File: src/request_routing_pkg.sv
// shared constants of the peripheral request router: register map,
// field layout, reset values, line and request numbering.
// assumes a 32-bit register port with word-aligned byte addresses.
`default_nettype none

package request_routing_pkg;

   // data and address widths of the register port
   localparam int DATA_W = 32;
   localparam int ADDR_W = 8;

   // register byte offsets
   localparam logic [7:0] OFF_EXT_REQUEST = 8'h00;
   localparam logic [7:0] OFF_EXT_ENABLE = 8'h04;
   localparam logic [7:0] OFF_EXT_DMA_FLAG = 8'h08;
   localparam logic [7:0] OFF_EXT_DMA_ENABLE = 8'h0C;
   localparam logic [7:0] OFF_EXT_MODE_LO = 8'h10;
   localparam logic [7:0] OFF_EXT_MODE_HI = 8'h14;
   localparam logic [7:0] OFF_CAL_CAUSE = 8'h18;
   localparam logic [7:0] OFF_TONE_CONTROL = 8'h1C;
   localparam logic [7:0] OFF_TIMER_STATUS = 8'h20;
   localparam logic [7:0] OFF_EVT_STATUS = 8'h24;
   localparam logic [7:0] OFF_EVT_MASK = 8'h28;

   // source counts and field widths
   localparam int EXT_CHANNELS = 32;
   localparam int CAL_CAUSE_W = 7;
   localparam int TONE_FLAGS = 3;
   localparam int TIMERS = 4;
   localparam int EVT_W = 4;

   // tone control bit positions
   localparam int TONE_ZERO_BIT = 0;
   localparam int TONE_COUNT_BIT = 1;
   localparam int TONE_MATCH_BIT = 2;

   // timer status: wrap flags low nibble, zero flags next nibble
   localparam int TIMER_WRAP_LSB = 0;
   localparam int TIMER_ZERO_LSB = 4;

   // summary event bits
   localparam int EVT_EXT_BIT = 0;
   localparam int EVT_CAL_BIT = 1;
   localparam int EVT_TONE_BIT = 2;
   localparam int EVT_TIMER_BIT = 3;

   // detection condition codes, two bits per channel
   localparam logic [1:0] COND_LOW = 2'h0;
   localparam logic [1:0] COND_HIGH = 2'h1;
   localparam logic [1:0] COND_RISE = 2'h2;
   localparam logic [1:0] COND_FALL = 2'h3;

   // reset values
   localparam logic [31:0] RST_ZERO = 32'h0000_0000;
   localparam logic [31:0] RST_MODE = 32'hAAAA_AAAA;

   // interrupt line numbering
   localparam int IRQ_FIRST = 70;
   localparam int IRQ_LAST = 107;
   localparam int IRQ_EXT_FIRST = 70;
   localparam int IRQ_CAL = 101;
   localparam int IRQ_TONE = 102;
   localparam int IRQ_UNUSED = 103;
   localparam int IRQ_TIMER_FIRST = 104;

   // dma request numbering
   localparam int DMA_LAST = 40;
   localparam int DMA_PIN_REQ0 = 0;
   localparam int DMA_PIN_REQ1 = 1;
   localparam int DMA_UNUSED_FIRST = 2;
   localparam int DMA_UNUSED_LAST = 7;
   localparam int DMA_EXT_FIRST = 8;
   localparam int DMA_TONE = 40;

endpackage

`default_nettype wire

File: src/pin_condition_detect.sv
// one external channel's condition detector: level or edge on a pin.
// assumes the pin is already synchronous to the clock.
`default_nettype none

module pin_condition_detect (
   input wire logic clk,
   input wire logic rst_n,
   input wire logic pin,
   input wire logic [1:0] cond,
   output logic hit
);

   logic pin_prev;

   // previous pin level for edge detection
   always_ff @(posedge clk or negedge rst_n)
   begin
      if (!rst_n)
      begin
         pin_prev <= 1'b0;
      end
      else
      begin
         pin_prev <= pin;
      end
   end

   // condition match on the current level, edges also against the previous level
   always_comb
   begin
      unique case (cond)
         request_routing_pkg::COND_LOW: hit = ~pin;
         request_routing_pkg::COND_HIGH: hit = pin;
         request_routing_pkg::COND_RISE: hit = pin & ~pin_prev;
         request_routing_pkg::COND_FALL: hit = ~pin & pin_prev;
      endcase
   end

endmodule

`default_nettype wire

File: src/request_router.sv
// peripheral request router: flags from external pins, calendar clock,
// tone generator and four timers, routed to interrupt lines and dma
// requests. assumes a single clock, source event inputs that are
// one-cycle pulses synchronous to MCLK, and a simple register port.
//
// The address-and-strobe port and the address map were left to the implementer.
`default_nettype none

// Behaviour
// each external channel sets its own request flag when its chosen pin condition is seen.
// channels 1 to 31 drive interrupt lines 70 to 100 in ascending order.
// the calendar clock raises line 101 and its cause reads from bits 6..0 of its status.
// the tone generator raises line 102 while any of its three flags is set.
// timers 0 to 3 raise lines 104 to 107, each the OR of its wrap and zero flags.
// dma requests 0 and 1 follow the external dma request pin.
// the dma flag of channel n, n from 0 to 30, drives dma request 8 plus n.
// the dma flag of channel 31 drives dma request 39.
// the tone generator drives dma request 40 from its three flags.
// interrupt line 103 and dma requests 2 to 7 stay inactive.
module request_router (
   input wire logic MCLK,
   input wire logic RSTN,
   input wire logic [7:0] ADDR,
   input wire logic [31:0] WDATA,
   input wire logic WR,
   input wire logic RD,
   output logic [31:0] RDATA,
   input wire logic [31:0] EXT_PIN,
   input wire logic DMA_REQUEST_PIN,
   input wire logic [6:0] CAL_CAUSE_EVENT,
   input wire logic ZERO_AMPLITUDE_EVENT,
   input wire logic TONE_PULSE_COUNT_EVENT,
   input wire logic AMPLITUDE_MATCH_EVENT,
   input wire logic [3:0] TIMER_WRAP_EVENT,
   input wire logic [3:0] TIMER_ZERO_EVENT,
   output logic [107:70] IRQ_LINE,
   output logic [40:0] DMA_REQUEST,
   output logic IRQ
);

   // sticky flag update: a set in the same cycle beats the clear
   function automatic logic [31:0] sticky(
      input logic [31:0] old,
      input logic [31:0] set,
      input logic [31:0] clr
   );
      sticky = (old & ~clr) | set;
   endfunction

   // register select decode
   function automatic logic hits(
      input logic strobe,
      input logic [7:0] addr,
      input logic [7:0] offset
   );
      hits = strobe & (addr == offset);
   endfunction

   logic rst_q1;
   logic rst_n;
   logic [31:0] ext_irq_request_reg;
   logic [31:0] ext_enable;
   logic [31:0] ext_irq_dma_flag_reg;
   logic [31:0] ext_dma_enable;
   logic [31:0] ext_mode_lo;
   logic [31:0] ext_mode_hi;
   logic [6:0] clock_calendar_cause_status;
   logic [2:0] tone_gen_control;
   logic [7:0] free_timer_control_status;
   logic [3:0] evt_status;
   logic [3:0] evt_mask;
   logic [31:0] ext_hit;
   logic [31:0] ext_event;
   logic [31:0] ext_dma_event;
   logic [2:0] tone_event;
   logic [7:0] timer_event;
   logic [3:0] evt_event;
   logic [3:0] timer_line;
   logic [31:0] next_rdata;

   // reset release through two flops
   always_ff @(posedge MCLK or negedge RSTN)
   begin
      if (!RSTN)
      begin
         rst_q1 <= 1'b0;
         rst_n <= 1'b0;
      end
      else
      begin
         rst_q1 <= 1'b1;
         rst_n <= rst_q1;
      end
   end

   // per-channel condition detectors
   genvar ch;
   generate
      for (ch = 0; ch < request_routing_pkg::EXT_CHANNELS; ch++)
      begin : g_chan
         logic [1:0] cond;
         if (ch < 16)
         begin : g_lo
            assign cond = ext_mode_lo[2*ch +: 2];
         end
         else
         begin : g_hi
            assign cond = ext_mode_hi[2*(ch-16) +: 2];
         end
         pin_condition_detect u_detect (
            .clk(MCLK),
            .rst_n(rst_n),
            .pin(EXT_PIN[ch]),
            .cond(cond),
            .hit(ext_hit[ch])
         );
      end
   endgenerate

   // events from detectors, gated by channel and dma enables
   assign ext_event = ext_hit & ext_enable;
   assign ext_dma_event = ext_hit & ext_dma_enable;

   // source event vectors
   assign tone_event = {AMPLITUDE_MATCH_EVENT, TONE_PULSE_COUNT_EVENT, ZERO_AMPLITUDE_EVENT};
   assign timer_event = {TIMER_ZERO_EVENT, TIMER_WRAP_EVENT};

   // summary events for the processor-side interrupt
   assign evt_event[request_routing_pkg::EVT_EXT_BIT] = |ext_event;
   assign evt_event[request_routing_pkg::EVT_CAL_BIT] = |CAL_CAUSE_EVENT;
   assign evt_event[request_routing_pkg::EVT_TONE_BIT] = |tone_event;
   assign evt_event[request_routing_pkg::EVT_TIMER_BIT] = |timer_event;

   // channel request flags, write one to clear
   always_ff @(posedge MCLK or negedge rst_n)
   begin
      if (!rst_n)
      begin
         ext_irq_request_reg <= request_routing_pkg::RST_ZERO;
      end
      else
      begin
         ext_irq_request_reg <= sticky(ext_irq_request_reg, ext_event,
            hits(WR, ADDR, request_routing_pkg::OFF_EXT_REQUEST) ? WDATA : 32'h0000_0000);
      end
   end

   // channel dma flags, write one to clear
   always_ff @(posedge MCLK or negedge rst_n)
   begin
      if (!rst_n)
      begin
         ext_irq_dma_flag_reg <= request_routing_pkg::RST_ZERO;
      end
      else
      begin
         ext_irq_dma_flag_reg <= sticky(ext_irq_dma_flag_reg, ext_dma_event,
            hits(WR, ADDR, request_routing_pkg::OFF_EXT_DMA_FLAG) ? WDATA : 32'h0000_0000);
      end
   end

   // channel configuration registers
   always_ff @(posedge MCLK or negedge rst_n)
   begin
      if (!rst_n)
      begin
         ext_enable <= request_routing_pkg::RST_ZERO;
         ext_dma_enable <= request_routing_pkg::RST_ZERO;
         ext_mode_lo <= request_routing_pkg::RST_MODE;
         ext_mode_hi <= request_routing_pkg::RST_MODE;
      end
      else
      begin
         if (hits(WR, ADDR, request_routing_pkg::OFF_EXT_ENABLE))
         begin
            ext_enable <= WDATA;
         end
         if (hits(WR, ADDR, request_routing_pkg::OFF_EXT_DMA_ENABLE))
         begin
            ext_dma_enable <= WDATA;
         end
         if (hits(WR, ADDR, request_routing_pkg::OFF_EXT_MODE_LO))
         begin
            ext_mode_lo <= WDATA;
         end
         if (hits(WR, ADDR, request_routing_pkg::OFF_EXT_MODE_HI))
         begin
            ext_mode_hi <= WDATA;
         end
      end
   end

   // calendar cause flags, write one to clear
   always_ff @(posedge MCLK or negedge rst_n)
   begin
      if (!rst_n)
      begin
         clock_calendar_cause_status <= request_routing_pkg::RST_ZERO[6:0];
      end
      else
      begin
         clock_calendar_cause_status <= 7'(sticky(
            {25'h000_0000, clock_calendar_cause_status},
            {25'h000_0000, CAL_CAUSE_EVENT},
            hits(WR, ADDR, request_routing_pkg::OFF_CAL_CAUSE) ? WDATA : 32'h0000_0000));
      end
   end

   // tone generator flags, write one to clear
   always_ff @(posedge MCLK or negedge rst_n)
   begin
      if (!rst_n)
      begin
         tone_gen_control <= request_routing_pkg::RST_ZERO[2:0];
      end
      else
      begin
         tone_gen_control <= 3'(sticky(
            {29'h0000_0000, tone_gen_control},
            {29'h0000_0000, tone_event},
            hits(WR, ADDR, request_routing_pkg::OFF_TONE_CONTROL) ? WDATA : 32'h0000_0000));
      end
   end

   // timer wrap and zero flags, write one to clear
   always_ff @(posedge MCLK or negedge rst_n)
   begin
      if (!rst_n)
      begin
         free_timer_control_status <= request_routing_pkg::RST_ZERO[7:0];
      end
      else
      begin
         free_timer_control_status <= 8'(sticky(
            {24'h00_0000, free_timer_control_status},
            {24'h00_0000, timer_event},
            hits(WR, ADDR, request_routing_pkg::OFF_TIMER_STATUS) ? WDATA : 32'h0000_0000));
      end
   end

   // summary status, cleared by a read, new events win
   always_ff @(posedge MCLK or negedge rst_n)
   begin
      if (!rst_n)
      begin
         evt_status <= request_routing_pkg::RST_ZERO[3:0];
      end
      else if (hits(RD, ADDR, request_routing_pkg::OFF_EVT_STATUS))
      begin
         evt_status <= evt_event;
      end
      else
      begin
         evt_status <= evt_status | evt_event;
      end
   end

   // summary mask
   always_ff @(posedge MCLK or negedge rst_n)
   begin
      if (!rst_n)
      begin
         evt_mask <= request_routing_pkg::RST_ZERO[3:0];
      end
      else if (hits(WR, ADDR, request_routing_pkg::OFF_EVT_MASK))
      begin
         evt_mask <= WDATA[3:0];
      end
   end

   // summary interrupt, high while an unmasked status bit is set
   always_ff @(posedge MCLK or negedge rst_n)
   begin
      if (!rst_n)
      begin
         IRQ <= 1'b0;
      end
      else
      begin
         IRQ <= |(evt_status & evt_mask);
      end
   end

   // read data mux, unmapped reads give zero
   always_comb
   begin
      next_rdata = 32'h0000_0000;
      if (RD)
      begin
         unique case (ADDR)
            request_routing_pkg::OFF_EXT_REQUEST: next_rdata = ext_irq_request_reg;
            request_routing_pkg::OFF_EXT_ENABLE: next_rdata = ext_enable;
            request_routing_pkg::OFF_EXT_DMA_FLAG: next_rdata = ext_irq_dma_flag_reg;
            request_routing_pkg::OFF_EXT_DMA_ENABLE: next_rdata = ext_dma_enable;
            request_routing_pkg::OFF_EXT_MODE_LO: next_rdata = ext_mode_lo;
            request_routing_pkg::OFF_EXT_MODE_HI: next_rdata = ext_mode_hi;
            request_routing_pkg::OFF_CAL_CAUSE:
               next_rdata = {25'h000_0000, clock_calendar_cause_status};
            request_routing_pkg::OFF_TONE_CONTROL:
               next_rdata = {29'h0000_0000, tone_gen_control};
            request_routing_pkg::OFF_TIMER_STATUS:
               next_rdata = {24'h00_0000, free_timer_control_status};
            request_routing_pkg::OFF_EVT_STATUS: next_rdata = {28'h000_0000, evt_status};
            request_routing_pkg::OFF_EVT_MASK: next_rdata = {28'h000_0000, evt_mask};
            default: next_rdata = 32'h0000_0000;
         endcase
      end
   end

   // read data register, valid the cycle after the strobe
   always_ff @(posedge MCLK or negedge rst_n)
   begin
      if (!rst_n)
      begin
         RDATA <= request_routing_pkg::RST_ZERO;
      end
      else
      begin
         RDATA <= next_rdata;
      end
   end

   // per-timer line: wrap or zero detect
   genvar t;
   generate
      for (t = 0; t < request_routing_pkg::TIMERS; t++)
      begin : g_timer
         assign timer_line[t] = free_timer_control_status[request_routing_pkg::TIMER_WRAP_LSB + t]
            | free_timer_control_status[request_routing_pkg::TIMER_ZERO_LSB + t];
      end
   endgenerate

   // interrupt lines toward the processor
   always_ff @(posedge MCLK or negedge rst_n)
   begin
      if (!rst_n)
      begin
         IRQ_LINE <= '0;
      end
      else
      begin
         IRQ_LINE[100:70] <= ext_irq_request_reg[31:1];
         IRQ_LINE[request_routing_pkg::IRQ_CAL] <= |clock_calendar_cause_status;
         IRQ_LINE[request_routing_pkg::IRQ_TONE] <= |tone_gen_control;
         IRQ_LINE[request_routing_pkg::IRQ_UNUSED] <= 1'b0;
         IRQ_LINE[107:104] <= timer_line;
      end
   end

   // dma requests toward the dma controller
   always_ff @(posedge MCLK or negedge rst_n)
   begin
      if (!rst_n)
      begin
         DMA_REQUEST <= '0;
      end
      else
      begin
         DMA_REQUEST[request_routing_pkg::DMA_PIN_REQ0] <= DMA_REQUEST_PIN;
         DMA_REQUEST[request_routing_pkg::DMA_PIN_REQ1] <= DMA_REQUEST_PIN;
         DMA_REQUEST[7:2] <= 6'h00;
         DMA_REQUEST[38:8] <= ext_irq_dma_flag_reg[30:0];
         DMA_REQUEST[39] <= ext_irq_dma_flag_reg[31];
         DMA_REQUEST[request_routing_pkg::DMA_TONE] <= |tone_gen_control;
      end
   end

endmodule

`default_nettype wire

File: config.mk
export PLATFORM = sky130hd
export DESIGN_NAME = request_router
export DESIGN_NICKNAME = d
export VERILOG_FILES = /design/src/request_routing_pkg.sv /design/src/pin_condition_detect.sv /design/src/request_router.sv
export SDC_FILE = /design/constraint.sdc
export NUM_CORES = 1
export LEC_CHECK = 0
export BUFFER_PORTS_ARGS = -buffer_cell sky130_fd_sc_hd__buf_2
export CAP_MARGIN = 15
export CORE_ASPECT_RATIO = 0.6
export CORE_UTILIZATION = 45
export CTS_CLUSTER_DIAMETER = 50
export DETAILED_ROUTE_END_ITERATION = 8
export HOLD_SLACK_MARGIN = 0.02
export PLACE_DENSITY_LB_ADDON = 0.2
export SLEW_MARGIN = 20
export SYNTH_ARGS = -nofsm -noshare
export SYNTH_HDL_FRONTEND = slang
export SYNTH_HIERARCHICAL = 1
export SYNTH_SLANG_ARGS = --single-unit
File: constraint.sdc
create_clock -name MCLK -period 14.2 [get_ports MCLK]
set_input_delay 0.71 -clock MCLK [delete_from_list [all_inputs] [get_ports MCLK]]
set_output_delay 0.71 -clock MCLK [all_outputs]
set_load 0.02 [all_outputs]
# After elaboration in Yosys (flattened, before gate mapping)
# Cells that the tools add are included.
[classes] addsub=0 n_mul=0 n_div=0 order_cmp=0 n_eq_ne=106 shift=0 n_mux=40 bitwise=162 n_reduce_logical=40
[op_table] cell="case mux 32 bit (11 select lines)" n=1
[op_table] cell="bitwise AND 32 bit" n=4
[op_table] cell="equality test 2 bit, second input constant" n=64
[op_table] cell="case mux 1 bit (4 select lines)" n=32
[op_table] cell="2-to-1 mux 32 bit" n=3
[op_table] cell="bitwise AND 1 bit" n=75
[op_table] cell="equality test 2 x 1 -> 1 bit, second input constant" n=32
[op_table] cell="logical NOT 2 bit" n=32
[op_table] cell="NOT 1 bit" n=64
[op_table] cell="NOT 32 bit" n=2
[op_table] cell="OR 32 bit" n=2
[op_table] cell="equality test 8 x 5 -> 1 bit, second input constant" n=4
[op_table] cell="OR reduction 32 bit" n=1
[op_table] cell="equality test 8 x 6 -> 1 bit, second input constant" n=3
[op_table] cell="equality test 8 x 4 -> 1 bit, second input constant" n=2
[op_table] cell="OR reduction 7 bit" n=2
[op_table] cell="bitwise AND 8 bit" n=1
[op_table] cell="equality test 8 x 3 -> 1 bit, second input constant" n=1
[op_table] cell="logical NOT 8 bit" n=1
[op_table] cell="2-to-1 mux 8 bit" n=1
[op_table] cell="NOT 8 bit" n=1
[op_table] cell="OR 8 bit" n=1
[op_table] cell="OR reduction 8 bit" n=1
[op_table] cell="bitwise AND 7 bit" n=1
[op_table] cell="13 further kinds" n=17
[word_totals] reg_bits=357 latch_bits=0 mem_bits_rw=0 rom_bits=0 inputBits=95 output_inout_bits=112 wordCells=397 memories=0

# Longest topological paths before layout
# Gate-level depths: netlist (run 1).
[logic_depth] depth_word=7 mapped_depth=7 depth_no_buf=6

# Modules after synthesis
# The synthesis (run 1) kept the hierarchy.
[by_module_without_submodules] module="request_router" n_inst=1 cells_each=980 area_per_inst_um2=13487.9
[by_module_without_submodules] module="pin_condition_detect" n_inst=32 cells_each=6 area_per_inst_um2=65.1

# Worst setup path after synthesis (run 1)
# No wires, ideal clock.
[synth_path] path_type="input port to flip-flop" from="in ADDR[1]" to="reg ext_mode_lo[10]" arrival_time_ps=2095 required_ps=14075 path_slack_ps=11980 stages=7 n_path_buf=3 cell_sequence="buf_6 or4_4 buf_6 nor2_8 nand2_4 buf_6 mux2_4"
[synth_between] elab_chain_cells=2
[synth_lines] item="start, declared" line="request_router.sv:23" source="input wire logic [7:0] ADDR,"
[synth_lines] item="equality test 8 x 5 -> 1 bit" line="request_router.sv:56" source="hits = strobe & (addr == offset);"
[synth_lines] item="bitwise AND 1 bit" line="request_router.sv:56"
[synth_lines] item="end signal, assigned" line="request_router.sv:169" source="ext_mode_lo <= request_routing_pkg::RST_MODE;"
[synth_lines] item="end, declared" line="request_router.sv:65" source="logic [31:0] ext_mode_lo;"
# Every way passes these cells.
# A chain may end at the register's enable or synchronous reset.

# Worst setup path in the final report (run 1)
[layout_path] from="in ADDR[2]" to="reg ext_mode_hi[26]"
[layout_between] elab_chain_cells=2
[layout_lines] item="equality test 8 x 5 -> 1 bit" line="request_router.sv:56"
[layout_lines] item="bitwise AND 1 bit" line="request_router.sv:56"
[layout_lines] item="end signal, assigned" line="request_router.sv:170" source="ext_mode_hi <= request_routing_pkg::RST_MODE;"
[layout_lines] item="end, declared" line="request_router.sv:66" source="logic [31:0] ext_mode_hi;"
# Every way passes these cells.

==> results by group, run 1 <==
Logic synthesis
  • Synthesis Warnings: 6
  • Number of synthesized flops with an enable pin: 0
  • Synth top cells by count: 323 x dfrtp_1, 102 x nand2_1, 94 x mux2_2, 91 x a22o_1, 68 x nand3b_1
  • Adder-Cell Fraction of Synth Area: 0%
  • Largest family of logic cells by synthesized area: multiplexers
  • Synth Area in Compound Gates: 14.58%
  • Area contributors post-synth: dfrtp_1 52%, mux2_2 6.8%, dfstp_2 5.4%
  • Share of the synthesized area in the top cell type: 51.91%
  • Post-Synth XOR/XNOR Area: 0%
  • Primary FF master, synth: dfrtp_1
  • Post-Synth Simple-Gate Area: 10.57%
  • Mapped cell area: 15570 um2
  • Avg Inst Size Synth: 13.28 um2
  • Yosys cell types: 62
  • Multiplexer share of the synthesized area: 14.79%
  • Top-count cell post-synth: dfrtp_1
  • #FFs+latches synth: 355
  • Post-synthesis async set-or-reset flop share: 100.0%
  • Synth Instances: 1172
  • Seq/Total Area, Yosys: 57.31%
  • Cell taking the most area after synthesis: dfrtp_1

Run status
  • Status: finished, final reports clean

Pwr
  • IR drop worst, VDD: 0.07614 mV
  • Total Power: 2.744 mW
  • PwrDens: 150.5 nW/um2
  • Leak: 8.374 nW

Global routing
  • Antenna violations before repair: 8
  • Gr ovfl total: 0
  • First-pass GRT wire length: 69790 um
  • Vias in the first global route: 10940
  • All-layer global routing usage: 26.29%
  • Largest net degree at the start of global routing: 152

Critical path
  • Setup crit start kind: primary input
  • Worst path slowest cell: and2_1
  • CP top delay family: buffers and inverters
  • Crit path DAT: 3840 ps
  • Worst path max stage delay: 610 ps
  • CP most frequent cell: buf_4
  • Largest fanout on the critical path: 49
  • CP required: 14600 ps
  • Critical path endpoint category: flip-flop
  • Worst-path cell chain: buf_2, buf_4, nor4b_4, buf_4, and2_1, nand2_1, buf_4, mux2_1
  • Setup CP Type: primary input to flip-flop
  • WP buf/inv: 4

CTS
  • Clock Tree Root: clkbuf_16
  • Worst-case clock buffer depth: 3
  • Depth of the CTS H-tree: 2
  • Clock-pin slew on the worst setup and hold paths: 60 ps
  • Clock Latency Late Sink: 540 ps
  • Post-CTS setup buffer count: 0
  • CTS tree: yes
  • CTS Sinks: 355
  • CTS Buf Count: 37

Route
  • Vias after detailed routing: 11070
  • Vias per Instance: 5.959
  • Drt total wl: 46150 um
  • DR WL/cell: 24.85 um
  • Pre-antenna DRT Iters: 6
  • DR iter-0 viols: 1198
  • Post-route ant nets: 0
  • Post-route DRC: 0

Finish
  • Nets: 1462
  • Fin cells: 1857
  • Area grow syn2layout: 17.06%
  • Area of the multi-input gates: 6272 um2
  • Biggest regs: IRQ_LINE (37), DMA_REQUEST (33)
  • Layout cells sized above 1: 33.05%
  • Fill cells: 2887
  • Max FFs per register: 37
  • Design area: 18230 um2
  • Biggest register: IRQ_LINE
  • FF/Latch Area: 8927 um2
  • Core Util, Final: 53.77%

Floorplanning
  • Die ar.: 35370 um2
  • Die extent in x: 242.1 um
  • I/O pins: 207
  • Area of the core: 33900 um2
  • # rows: 52
  • Initial Util: 45.93%
  • Die H: 146.1 um

Timing
  • Final-report hold violation count: 0
  • Post-Route Setup TNS: 0 ps
  • Worst-Margin Slew: 953.2 ps
  • Final setup violation count: 0
  • Slew Viols, Final: 0
  • Max frequency: 291.5 MHz
  • Clock Skews: 25.64 ps
  • Final worst path period share: 24.16%
  • RSZ-0062 raised after global routing: false
  • Minimum clock period: 3431 ps
  • Slew margin rel.: 36.45%

Placement
  • DP Area: 16930 um2
  • Post-detail-place hpwl: 31470 um
  • Buffers on Ports: 199
  • GPL Wtd Cong: 0.8866
  • Dpl cells: 1786

Flow run
  • Max cap viols: 0

Hold path
  • Hold Path Class: primary input to flip-flop
## placed cells by master (no fill, tap or decap), types with 8 or more instances in the layout
cell       count
clkbuf_16     37
o21ba_1       32
a32oi_1       35
a22o_1        91
nand2_1      102
nor2_1        17
a21o_1        18
a21oi_1       14
mux2i_1       22
dfstp_2       32
buf_2        199
buf_4         16
nand2b_1      33
clkbuf_8      10
mux2_1        37
dfrtp_1      322
a22oi_1       29
nand3_1       11
mux2_4        30
nand3b_1      68
conb_1         8
mux2_2        94
## worst reg2reg max path, delay by kind of cell (launching register included)
family,cells,cell delay [ps]
flip-flops,1,890
buffers and inverters,2,1680
## power by group
| part | internal (mW) | switching, mW | leakage, nW |
|---|---|---|---|
| logic | 0.175 | 0.238 | 3.40 |
| clock network | 0.606 | 0.411 | 0.630 |
| registers | 1.18 | 0.134 | 4.35 |
## what timing repair did
item,4_1_cts,5_1_grt
gates resized for setup,0,0
hold buffers,1,0
endpoints found under the hold margin,2,0
## worst paths after layout
path	slack, ps	cells after the start	end	startpoint
worst max-delay path	10770	8	ext_mode_hi[26]$_DFFE_PN0P_	ADDR[2]
worst min-delay path	290	1	DMA_REQUEST[1]$_DFF_PN0_	DMA_REQUEST_PIN
worst max register to register	11580	2	ext_enable[8]$_DFFE_PN0P_	rst_n$_DFF_PN0_
worst min register to register	350	0	rst_n$_DFF_PN0_	rst_q1$_DFF_PN0_
max in group asynchronous	11580	2	ext_enable[8]$_DFFE_PN0P_	rst_n$_DFF_PN0_
min in group asynchronous	390	0	DMA_REQUEST[14]$_DFF_PN0_	rst_n$_DFF_PN0_
## stage by stage
step / worst slack [ps] / hold WS (ps)
global placement: 10380 / 337.5
floorplan: 3629 / 331.2
detailed placement: 10250 / 340.3
CTS: 10820 / 266.7
global route: 10720 / 269.9
finish: 10770 / 288.5
## cell type report
cell class	instances	share of cell area (%)
well taps	459	3.151
diodes	6	0.08238
clock buffers	51	5.917
clock inverters	13	1.023
flip-flops and latches	355	48.98
multi-input cells	749	34.41
repair buffers	217	6.288
inverters	7	0.1442
## cells by family after synthesis
logic type,Yosys count
compound gates,271
buf+inv,74
flops,355
mux,190
other cells,2
simple gates,280
## metal layers
layer | wire length, um | share of wire [%] | track usage (%) | vias to the layer above
li1 | - | - | - | 4791
met1 | 21630 | 47 | 40.80 | 5707
met2 | 19370 | 42 | 36.28 | 486
met3 | 4297 | 9.3 | 6.636 | 75
met4 | 816 | 1.8 | 6.804 | 6
met5 | 39 | 0.084 | 0 | -
No activity file was read; power rests on OpenSTA's default activity.
==> run 2, diff against run 1 <==
clock period = 3.2 ns   (was 14.2 ns; I/O delays follow)
==> run 2 against run 1 <==
Count of clock-buffer cells in the layout rose by 1; global-route usage increased by 0.88 points; critical path depth down 2; setup slack lost 9900 ps; register-to-register slack lost 11000 ps; die area unchanged; critical path type is now flip-flop to flip-flop; final cell count rose by 4.8%; worst hold slack worse by 240 ps; sequential power rose to 4.5 times the previous value; combinational power grew to 4.7 times the previous value.
==> results by group, run 2 (synthesis results as in run 1) <==
Finish
  • Biggest regs: IRQ_LINE (37), DMA_REQUEST (33)
  • Biggest register: IRQ_LINE
  • Inserted Diodes: 0
  • Nets: 1557
  • Max FFs per register: 37
  • Fill cells: 2857
  • Commonest cells after routing, fill and taps aside: 322 x dfrtp_1, 199 x buf_2, 102 x nand2_1
  • Design area: 19170 um2
  • Fin cells: 1947
  • Area grow syn2layout: 23.10%
  • Most common cell after layout, fill and taps aside: dfrtp_1
  • Area of the multi-input gates: 6265 um2
  • FF/Latch Area: 8927 um2
  • Layout cells sized above 1: 31.79%

Route
  • Vias after detailed routing: 11480
  • Pre-antenna DRT Iters: 7
  • DR WL/cell: 24.46 um
  • Met3 wire len: 4357 um
  • Drt total wl: 47620 um
  • Post-route DRC: 0
  • Metal2 WL: 20070 um
  • Top Metal Used: met4
  • Post-route ant nets: 0
  • Routed length on met1: 22120 um
  • Vias per Instance: 5.894
  • DR iter-0 viols: 1187

Global routing
  • All-layer global routing usage: 27.17%
  • Gr ovfl total: 0
  • Largest net degree at the start of global routing: 89
  • First-pass GRT wire length: 72180 um
  • Vias in the first global route: 11490
  • Antenna violations before repair: 1

Floorplanning
  • # rows: 52
  • Die H: 146.1 um
  • Area of the core: 33900 um2
  • I/O pins: 207
  • Initial Util: 45.93%
  • Die extent in x: 242.1 um
  • Die ar.: 35370 um2

Pwr
  • Total Power: 12.19 mW
  • PwrDens: 635.9 nW/um2
  • Sequential power share: 47.8%
  • Switching power share of the total: 28.43%
  • Logic pwr share: 15.9%
  • Leak: 8.785 nW
  • IR drop worst, VDD: 0.3165 mV
  • P_int: 8.723 mW
  • Clock power frac: 36.3%
  • P_sw: 3.464 mW

Critical path
  • End of the critical path: evt_status[0]$_DFF_PN0_
  • Reg2reg end: evt_status[0]$_DFF_PN0_
  • Critical path endpoint category: flip-flop
  • Crit path launch: ext_mode_lo[19]$_DFFE_PN1P_
  • Reg-to-Reg Start: ext_mode_lo[19]$_DFFE_PN1P_
  • Crit path DAT: 2700 ps
  • Worst path slowest cell: dfstp_2
  • CP required: 3610 ps
  • Worst-path cell chain: nand2b_1, a32oi_1, a22o_1, a221oi_1, nand3_1, a2111o_1
  • Reg2Reg Depth: 6
  • Largest fanout on the critical path: 6
  • Setup crit start kind: flip-flop
  • R2R Setup Slk: 920 ps
  • Setup CP Type: flip-flop to flip-flop
  • Worst path max stage delay: 590 ps

CTS
  • Clock-pin slew on the worst setup and hold paths: 60 ps
  • Depth of the CTS H-tree: 2
  • CTS Buf Count: 36
  • PostCTS Resize Cnt: 0
  • CTS Sinks: 355
  • Worst-case clock buffer depth: 3
  • Clock Latency Late Sink: 530 ps
  • CTS hold repair buffers: 81
  • Clock Tree Root: clkbuf_16
  • Post-CTS setup buffer count: 0
  • CTS tree: yes

Timing
  • Max frequency: 437.7 MHz
  • Slew margin rel.: 35.58%
  • Final setup violation count: 0
  • Final worst path period share: 71.40%
  • RSZ-0062 raised after global routing: false
  • Clock Skews: 16.66 ps
  • Final-report hold violation count: 0
  • Worst-Margin Slew: 966.3 ps
  • Slew Viols, Final: 0
  • Minimum clock period: 2285 ps
  • Post-Route Setup TNS: 0 ps

Flow run
  • Max cap viols: 0

Placement
  • Dpl cells: 1802
  • Buffers on Ports: 199
  • DP Area: 17120 um2
  • Post-detail-place hpwl: 32780 um
  • GPL Wtd Cong: 0.9015

Hold path
  • Hold Path Class: primary input to flip-flop

Run status
  • Status: finished, final reports clean
[run 2: metrics by stage]
| step | setup slack (ps) | hold WS, ps | util, % |
|---|---|---|---|
| floorplan | -287.4 | -135.6 | - |
| global placement | 822.8 | -54.55 | 50.52 |
| detailed placement | 734.1 | -53.75 | 50.52 |
| CTS | 973.1 | 22.76 | 56.54 |
| global route | 792.6 | 47.34 | 56.54 |
| finish | 915.3 | 46.93 | 56.54 |
[run 2: layout make-up]
| type | instances | area share (%) |
|---|---|---|
| Sequential cell | 355 | 46.58 |
| Multi-Input combinational cell | 749 | 32.69 |
| Timing Repair Buffer | 313 | 11.18 |
| Clock buffer | 52 | 5.542 |
| Tap cell | 459 | 2.996 |
| Clock inverter | 12 | 0.8813 |
| Inverter | 7 | 0.1371 |
[run 2: how the worst min path moves through the flow]
stage	cells past startpoint	slack [ps]	endpoint	from
finish	3	50	ext_irq_request_reg[7]$_DFF_PN0_	WDATA[7]
global route	3	50	ext_irq_dma_flag_reg[0]$_DFF_PN0_	WDATA[0]
global placement	1	-50	rst_q1$_DFF_PN0_	RSTN
detailed placement	1	-50	rst_q1$_DFF_PN0_	RSTN
CTS	3	20	ext_irq_request_reg[7]$_DFF_PN0_	WDATA[7]
floorplan	0	-140	rst_q1$_DFF_PN0_	RSTN
[run 2: routing by layer]
metal | vias to the layer above | track usage, %
met5 | - | 0
met1 | 5940 | 40.77
met3 | 88 | 7.482
met2 | 471 | 38.51
met4 | 0 | 7.373
li1 | 4977 | -
[run 2: worst max-delay path, delay by kind of cell (launching register included)]
family | cells | cell delay [ps]
compound gates | 4 | 1280
flops | 1 | 590
simple gates | 2 | 310
[run 2: power groups by stage]
stage	combinational [mW]	clock [mW]	sequential, mW
2_1_floorplan	0.736	0	6.11
3_5_place_dp	1.86	0	5.89
4_1_cts	1.94	4.50	5.82
3_3_place_gp	1.83	0	5.88
6_report	1.94	4.42	5.83
5_1_grt	2.06	4.69	5.91
